File: config.mk
export PLATFORM = sky130hd
export DESIGN_NAME = storage_boot_load_sequencer
export DESIGN_NICKNAME = d
export VERILOG_FILES = /design/src/verilog/boot_load_pkg.sv /design/src/verilog/boot_store_addr.sv /design/src/verilog/storage_boot_load_sequencer.sv
export SDC_FILE = /design/constraint.sdc
export NUM_CORES = 1
export LEC_CHECK = 0
export BUFFER_PORTS_ARGS = -buffer_cell sky130_fd_sc_hd__buf_2
export CAP_MARGIN = 10
export CORE_MARGIN = 5
export CORE_UTILIZATION = 50
export CTS_BUF_LIST = sky130_fd_sc_hd__clkbuf_8
export DETAILED_ROUTE_END_ITERATION = 6
export PLACE_DENSITY = 0.8
export SYNTH_ARGS = -nofsm -noshare
export SYNTH_HDL_FRONTEND = slang
export SYNTH_SLANG_ARGS = --single-unit
File: constraint.sdc
create_clock -name clk -period 6.18 [get_ports clk]
set_input_delay 0.309 -clock clk [delete_from_list [all_inputs] [get_ports clk]]
set_output_delay 0.309 -clock clk [all_outputs]
set_load 0.03 [all_outputs]
File: src/verilog/boot_load_pkg.sv
// Purpose: Shared constants and types for the boot-load sequencer
// Assumes: One 125 MHz clock, synchronous active-low reset
// Notes:   Command codes and variant codes are local encodings
package boot_load_pkg;
    localparam int          CLK_MHZ           = 125;
    localparam int          RECORD_COUNT      = 16;
    localparam int          REC_W             = 5;
    localparam logic [7:0]  START_CYLINDER    = 8'h00;
    localparam logic [3:0]  START_HEAD        = 4'h0;
    localparam logic [7:0]  START_SECTOR      = 8'h01;
    localparam logic [7:0]  START_RECORD      = 8'h00;
    localparam logic [7:0]  MAGAZINE_NUMBER   = 8'h01;
    localparam logic [7:0]  MAGAZINE_SLOT     = 8'h01;
    localparam logic [7:0]  IO_SLOT           = 8'h01;
    localparam logic [15:0] STORE_START_ADDR  = 16'h0000;

    typedef enum logic [1:0] {
        VAR_FIXED_DISK,
        VAR_DISKETTE,
        VAR_MAGAZINE
    } variant_e;

    typedef enum logic [2:0] {
        CMD_NONE,
        CMD_READ,
        CMD_RECALIBRATE,
        CMD_LOAD_HEADS,
        CMD_ORIENT,
        CMD_SELECT_MAGAZINE,
        CMD_SELECT_IO_SLOT
    } drive_cmd_e;
endpackage

File: src/verilog/boot_store_addr.sv
// Purpose: Control-storage address counter for cycle-steal data moves
// Assumes: One byte per accepted beat
// Notes:   Restarts at the start address on every new boot load
`timescale 1ns/1ps
`default_nettype none
module boot_store_addr
#(
    parameter int ADDR_W = 16
)
(
    // Clock and reset
    input  wire logic              clk,
    input  wire logic              reset_n,
    // Control
    input  wire logic              restart,
    input  wire logic              advance,
    // Address
    output logic [ADDR_W-1:0]      addr
);
    import boot_load_pkg::*;

    logic [ADDR_W-1:0] addr_reg;
    logic [ADDR_W-1:0] addr_next;

    // Refused at elaboration: the address must reach 4096 bytes
    if (ADDR_W < 12 || ADDR_W > 16)
    begin : g_bad_addr_w
        $error("boot_store_addr: ADDR_W out of range");
    end

    always_comb
    begin
        addr_next = addr_reg;
        if (restart)
            addr_next = STORE_START_ADDR[ADDR_W-1:0]; // [RULE_15]
        else if (advance)
            addr_next = addr_reg + {{(ADDR_W-1){1'b0}}, 1'b1};
    end

    always_ff @(posedge clk)
    begin
        if (!reset_n)
            addr_reg <= '0;
        else
            addr_reg <= addr_next;
    end

    assign addr = addr_reg;
endmodule
`default_nettype wire

File: src/verilog/storage_boot_load_sequencer.sv
// Purpose: Adapter-side sequencer for boot program load from disk or diskette
// Assumes: Inputs synchronous to clk; drive answers each command other than read with cmd_done
// Notes:   Variant chosen by a static input; data forwarded byte by byte
//
// Functional notes
// [RULE_01] Fixed disk starts only after drive reset
// [RULE_02] Fixed disk waits request before any command
// [RULE_03] One read, 16 records, from record 0
// [RULE_04] Drive seeks cylinder 0, head 0, reads
// [RULE_05] Diskettes start only after power-on reset
// [RULE_06] Diskettes wait load request before commands
// [RULE_07] Diskettes issue fixed command series
// [RULE_08] Single diskette: recalibrate, load heads, read
// [RULE_09] Diskette read starts cylinder 0, head 0, sector 1
// [RULE_10] Magazine: orient first, before slot select
// [RULE_11] Select magazine 1 slot 1, else I/O slot 1; code sends the slot only, no magazine number
// [RULE_12] Magazine then recalibrate, load heads, read
// [RULE_13] Magazine read ends when request goes inactive
// [RULE_14] On completion hand control back to channel
// [RULE_15] Data cycle-stolen into storage from 0000
// [RULE_16] Channel counts 4096 bytes, drops load cycle
// [RULE_17] Fixed disk stops after sixteenth record, idles
`timescale 1ns/1ps
`default_nettype none
module storage_boot_load_sequencer
#(
    parameter int ADDR_W = 16
)
(
    // Clock and reset
    input  wire logic                     clk,
    input  wire logic                     reset_n,
    // Configuration
    input  wire boot_load_pkg::variant_e  variant,
    // Drive reset levels
    input  wire logic                     drive_reset_n,
    input  wire logic                     power_on_reset_n,
    // Channel requests
    input  wire logic                     first_disk_boot_request_n,
    input  wire logic                     diskette_boot_request_n,
    input  wire logic                     microcode_load_cycle_n,
    // Drive command port
    output logic                          cmd_valid,
    output boot_load_pkg::drive_cmd_e     cmd_code,
    output logic [7:0]                    cmd_cylinder,
    output logic [3:0]                    cmd_head,
    output logic [7:0]                    cmd_sector,
    output logic [7:0]                    cmd_count,
    output logic [7:0]                    cmd_slot,
    input  wire logic                     cmd_ready,
    input  wire logic                     cmd_done,
    input  wire logic                     no_diskette,
    // Drive read data
    input  wire logic                     rd_valid,
    input  wire logic [7:0]               rd_data,
    input  wire logic                     rd_record_end,
    // Cycle-steal to control storage
    output logic                          cs_valid,
    output logic [7:0]                    cs_data,
    output logic [ADDR_W-1:0]             cs_addr,
    // Status
    output logic                          boot_busy,
    output logic                          boot_done
);
    import boot_load_pkg::*;

    typedef enum {
        ST_WAIT_RESET,
        ST_WAIT_REQUEST,
        ST_ISSUE,
        ST_WAIT_DONE,
        ST_READ,
        ST_FINISH
    } seq_state_e;

    if (ADDR_W < 12 || ADDR_W > 16)
    begin : g_bad_addr_w
        $error("storage_boot_load_sequencer: ADDR_W out of range");
    end

    // Command of a given step for a variant; slot step picks fallback
    function automatic drive_cmd_e step_cmd(input variant_e v, input logic [2:0] s,
                                            input logic alt_slot);
        drive_cmd_e c;
        c = CMD_NONE;
        case (v)
            VAR_FIXED_DISK:
                c = (s == 3'd0) ? CMD_READ : CMD_NONE; // [RULE_03]
            VAR_DISKETTE:
                case (s) // [RULE_08]
                    3'd0:    c = CMD_RECALIBRATE;
                    3'd1:    c = CMD_LOAD_HEADS;
                    3'd2:    c = CMD_READ;
                    default: c = CMD_NONE;
                endcase
            VAR_MAGAZINE:
                case (s)
                    3'd0:    c = CMD_ORIENT; // [RULE_10]
                    3'd1:    c = alt_slot ? CMD_SELECT_IO_SLOT : CMD_SELECT_MAGAZINE; // [RULE_11]
                    3'd2:    c = CMD_RECALIBRATE; // [RULE_12]
                    3'd3:    c = CMD_LOAD_HEADS;
                    3'd4:    c = CMD_READ;
                    default: c = CMD_NONE;
                endcase
            default: c = CMD_NONE;
        endcase
        return c;
    endfunction

    function automatic logic request_active(input variant_e v, input logic disk_n,
                                            input logic dskt_n);
        return (v == VAR_FIXED_DISK) ? !disk_n : !dskt_n;
    endfunction

    seq_state_e       state_reg, state_next;
    logic [2:0]       step_reg, step_next;
    logic             alt_reg, alt_next;
    logic [REC_W-1:0] rec_reg, rec_next;
    drive_cmd_e       code_reg, code_next;
    logic             done_reg, done_next;
    logic             csv_reg, csv_next;
    logic [7:0]       csd_reg, csd_next;
    logic             restart;
    logic             req;
    logic             reset_seen;
    drive_cmd_e       cur_cmd;

    assign req        = request_active(variant, first_disk_boot_request_n,
                                       diskette_boot_request_n);
    assign reset_seen = (variant == VAR_FIXED_DISK) ? !drive_reset_n // [RULE_01]
                                                    : !power_on_reset_n; // [RULE_05]
    assign cur_cmd    = step_cmd(variant, step_reg, alt_reg);
    assign restart    = (state_reg == ST_WAIT_REQUEST) && req;

    always_comb
    begin
        state_next = state_reg;
        step_next  = step_reg;
        alt_next   = alt_reg;
        rec_next   = rec_reg;
        code_next  = code_reg;
        done_next  = done_reg;
        csv_next   = 1'b0;
        csd_next   = csd_reg;
        case (state_reg)
            ST_WAIT_RESET:
                if (reset_seen)
                    state_next = ST_WAIT_REQUEST;
            ST_WAIT_REQUEST:
                if (req) // [RULE_02] [RULE_06]
                begin
                    state_next = ST_ISSUE;
                    step_next  = 3'd0;
                    alt_next   = 1'b0;
                    rec_next   = '0;
                    done_next  = 1'b0;
                    code_next  = step_cmd(variant, 3'd0, 1'b0); // [RULE_07]
                end
            ST_ISSUE:
                if (cmd_ready)
                begin
                    code_next  = CMD_NONE;
                    state_next = (cur_cmd == CMD_READ) ? ST_READ : ST_WAIT_DONE;
                end
            ST_WAIT_DONE:
                if (cmd_done)
                begin
                    // Empty magazine slot: retry the selection on the I/O slot
                    if (cur_cmd == CMD_SELECT_MAGAZINE && no_diskette) // [RULE_11]
                    begin
                        alt_next  = 1'b1;
                        code_next = CMD_SELECT_IO_SLOT;
                    end
                    else
                    begin
                        step_next = step_reg + 3'd1;
                        code_next = step_cmd(variant, step_reg + 3'd1, alt_reg);
                    end
                    state_next = ST_ISSUE;
                end
            ST_READ:
            begin
                if (rd_valid) // [RULE_15]
                begin
                    csv_next = 1'b1;
                    csd_next = rd_data;
                end
                if (rd_valid && rd_record_end)
                    rec_next = rec_reg + {{(REC_W-1){1'b0}}, 1'b1};
                if (variant == VAR_FIXED_DISK)
                begin
                    if (rd_valid && rd_record_end
                        && rec_reg == REC_W'(RECORD_COUNT - 1)) // [RULE_17]
                        state_next = ST_FINISH;
                end
                else if (!req) // [RULE_13]
                    state_next = ST_FINISH;
            end
            ST_FINISH:
            begin
                // Hold done until the channel raises its next request
                done_next = 1'b1; // [RULE_14]
                if (!req)
                    state_next = ST_WAIT_REQUEST;
            end
            default:
                state_next = ST_WAIT_RESET;
        endcase
    end

    always_ff @(posedge clk)
    begin
        if (!reset_n)
        begin
            state_reg <= ST_WAIT_RESET;
            step_reg  <= 3'd0;
            alt_reg   <= 1'b0;
            rec_reg   <= '0;
            code_reg  <= CMD_NONE;
            done_reg  <= 1'b0;
            csv_reg   <= 1'b0;
            csd_reg   <= 8'h00;
        end
        else
        begin
            state_reg <= state_next;
            step_reg  <= step_next;
            alt_reg   <= alt_next;
            rec_reg   <= rec_next;
            code_reg  <= code_next;
            done_reg  <= done_next;
            csv_reg   <= csv_next;
            csd_reg   <= csd_next;
        end
    end

    // Address advances on each forwarded byte; the channel counts the total
    boot_store_addr #(
        .ADDR_W (ADDR_W)
    ) u_addr (
        .clk     (clk),
        .reset_n (reset_n),
        .restart (restart),
        .advance (csv_reg),
        .addr    (cs_addr)
    );

    // Start position is constant; drive is trusted to walk forward from it
    assign cmd_valid    = (state_reg == ST_ISSUE);
    assign cmd_code     = code_reg;
    assign cmd_cylinder = START_CYLINDER; // [RULE_03] [RULE_09]
    assign cmd_head     = START_HEAD;
    assign cmd_sector   = (variant == VAR_FIXED_DISK) ? START_RECORD : START_SECTOR;
    assign cmd_count    = (variant == VAR_FIXED_DISK) ? 8'(RECORD_COUNT) : 8'h00;
    assign cmd_slot     = alt_reg ? IO_SLOT : MAGAZINE_SLOT;
    assign cs_valid     = csv_reg;
    assign cs_data      = csd_reg;
    assign boot_busy    = (state_reg != ST_WAIT_RESET) && (state_reg != ST_WAIT_REQUEST);
    assign boot_done    = done_reg;

    logic unused_ok;
    assign unused_ok = microcode_load_cycle_n ^ (^MAGAZINE_NUMBER);
endmodule
`default_nettype wire

==> key figures <==
Yosys
  – Synth top area cells: dfxtp_1 (32%), buf_4 (9.8%), ha_1 (5.3%)
  – Post-synth cell types: 59
  – Syn Area/Cell: 8.42 um2
  – Sequential area share after synthesis: 0.316
  – Ys async rst share: 0
  – Main synth FF type: dfxtp_1
  – #FFs+latches synth: 41
  – Synth Instances: just over 300
  – Synth top area share: 0.316
  – Post-synth EDFFs: 0
  – Mapped Area: 2600 um2
  – Synth warn: 0
  – Largest area contributor in the netlist: dfxtp_1

Power and ir drop
  – Pwr per Cell Area: 275 nW/um2
  – Sw frac: 0.376
  – Leakage: 1.23 nW
  – IR Drop Worst-Case VDD: 293 uV
  – Internal power: 495 uW
  – Power Total: 793 uW
  – Combinational Power Share: 0.320
  – Sequential share of power: 0.398
  – Clock power frac: 0.282
  – Switch Pwr: 298 uW

Critical path
  – Crit-path max FO: 9
  – Slowest-stage cell, CP: dfxtp_1
  – Critical path cell sequence: inv_1 > ha_1 > a211oi_1 > and4_1 > o2111ai_4 > and3_4 > a32o_1
  – Critical Path Start Type: flop
  – Cell family with most CP delay: compound AO/OA/AOI/OAI gates
  – Crit path buf inv count: 1
  – WP data required: ~6400 ps
  – Critical Path End Type: flop
  – Critical path class: reg -> reg
  – Critical Path AT: ~2500 ps
  – CP max stage delay: around 500 ps

Floorplan
  – Die width: around 82 um
  – Full die area: 6750 um2
  – I/O Pins: 89
  – Core Area: 5070 um2
  – Die Span Y: 82.1 um
  – Starting Density: 0.513
  – # rows: 26

Cells and area
  – Most frequent cells in the layout: buf_2 (53), dfxtp_1 (41), conb_1 (34)
  – Antenna cells: 0
  – Share of layout cells above drive strength 1: 0.215
  – Final core utilization: 0.568
  – Total Nets Final: 390
  – Layout filler cell count: 473
  – P&R area growth vs syn: 10.7%
  – Reg area: 821 um2
  – Post-route cell area: 2880 um2
  – Multi-input combinational cell area: 1530 um2
  – Most common cell after layout, fill and taps aside: buf_2
  – Max reg flops: 16

Timing
  – Count of final hold-check violations: 0
  – RSZ-0062 raised after global routing: false
  – Hold_ws: 251 ps
  – Least-Margin Pin Slew: 775 ps
  – Finish-stage setup viols: 0
  – Clock skew: 8.07 ps
  – Post-route minimum period: 2300 ps
  – Setup TNS: 0 ps
  – Tcrit/Tclk final: 0.371
  – Relative slew slack: 0.483
  – Max-slew violations: 0
  – FMAX: about 0.44 GHz

Placement
  – Post-DP HPWL: about 4 mm
  – Port Buffers: 53
  – Global placer's final weighted congestion: ~0.8
  – Placed inst area: around 2800 um2

Global route
  – Met1 usage: 0.216
  – Global routing usage on met3: 0.0412
  – GRT met2 Usage: 0.264
  – Vias in the first global route: between 2000 and 2500
  – Total Routing Usage GR: 0.165
  – First-pass GRT wire length: 8.83 mm
  – Grt total ovfl: 0
  – Gr busiest metal: met2
  – Number of antenna violations at the first check in global routing: 0
  – Pin count of the biggest net entering global routing: 20

CTS
  – Max clock buf depth: 2
  – Clock-pin slew on the worst setup and hold paths: about 80 ps
  – Htree depth: 2
  – Clock Latency Late Sink: ~290 ps
  – Post CTS Setup Buffer Count: 0
  – CTS Buf Count: 5
  – Root Buffer: clkbuf_8
  – Clk sink count: slightly above 40
  – CTS tree: done
  – Hold buffers post-CTS: 0
  – Post_cts resized: 0

Drt
  – Drt pass-1 iters: 4
  – Initial DRC Count: just over 80
  – WL final: 5.28 mm
  – DR vias: about 2200
  – Drt drc: 0
  – Vias per inst: between 5 and 6
  – Avg WL per Cell: 12.3 um
  – Antenna viol nets, final: 0

Status
  – Status: finished, final reports clean

Run
  – MaxCap Viol Count: 0

Worst hold path
  – Worst Hold Class: in -> reg
-- metal layers --
metal | up-vias | share of wire
met2 | 79 | 0.45
met4 | 0 | 0.0091
met1 | 1010 | 0.46
li1 | 1100 | -
met5 | - | 0
met3 | 5 | 0.079
-- synth_stat cells (3+ instances only) --
library cell / number
nor2b_1: 3
and2_1: 4
buf_4: 34
nand2b_1: 6
and3_1: 4
a21oi_1: 22
nor4_1: 3
clkbuf_1: 3
o21ai_0: 9
nand4_1: 6
xor2_1: 6
nand2_1: 33
xnor2_1: 8
nor3_1: 6
mux2i_1: 5
dfxtp_1: 41
nor2_1: 24
a211oi_1: 5
nand3_1: 9
inv_1: 16
ha_1: 11
buf_2: 5
-- logic make-up (layout without fill, tap and decap cells) --
kind of cell	Yosys count	after routing	synth area share
muxes	5	5	0.0192
other	2	34	0.00289
DFF	41	41	0.316
adders and majority gates	11	11	0.0529
xor gates and xnor gates	14	14	0.0471
buffers and inverters	60	77	0.144
and+or+nand+nor	110	110	0.215
AOI/OAI and AO/OA	66	66	0.203
-- power by group through the flow --
stage / Sequential, mW / Combinational [mW] / Clock (mW)
after floorplan: 0.319 / 0.223 / 0
after global placement: 0.320 / 0.251 / 0
after detailed placement: 0.321 / 0.253 / 0
after CTS: 0.315 / 0.253 / 0.231
after global routing: 0.320 / 0.279 / 0.242
final: 0.315 / 0.254 / 0.224
-- layout make-up --
type | count | area share
clock buffers | 6 | 0.0287
clock inverters | 2 | 0.0130
inverters | 16 | 0.0209
multi-input cells | 240 | 0.530
flip-flops and latches | 41 | 0.285
well taps | 70 | 0.0304
repair buffers | 53 | 0.0921
-- final timing paths --
kind                                  from                        to  slack (ps)  cells after the start
hold / removal                  rd_data[1]   cs_data[1]$_SDFFE_PN0P_         250                      3
setup reg to reg  step_reg[1]$_SDFFE_PN0P_  step_reg[1]$_SDFFE_PN0P_        3880                      7
setup / recovery  step_reg[1]$_SDFFE_PN0P_  step_reg[1]$_SDFFE_PN0P_        3880                      7
hold reg to reg    cs_data[2]$_SDFFE_PN0P_   cs_data[2]$_SDFFE_PN0P_         460                      2
-- worst register-to-register path, stage by stage, from the launching register on --
cell and delay [ps]:
dfxtp_1 500, inv_1 200, ha_1 260, a211oi_1 270, and4_1 270, o2111ai_4 200
and3_4 240, a32o_1 250
-- through the flow --
| step | worst slack, ps | std cells |
|---|---|---|
| floorplan | 4200 | 341 |
| global placement | 4000 | 420 |
| detailed placement | 3930 | 420 |
| CTS | 3910 | 428 |
| global route | 3730 | 428 |
| finish | 3880 | 428 |
Power figures use the tool's default switching activity.
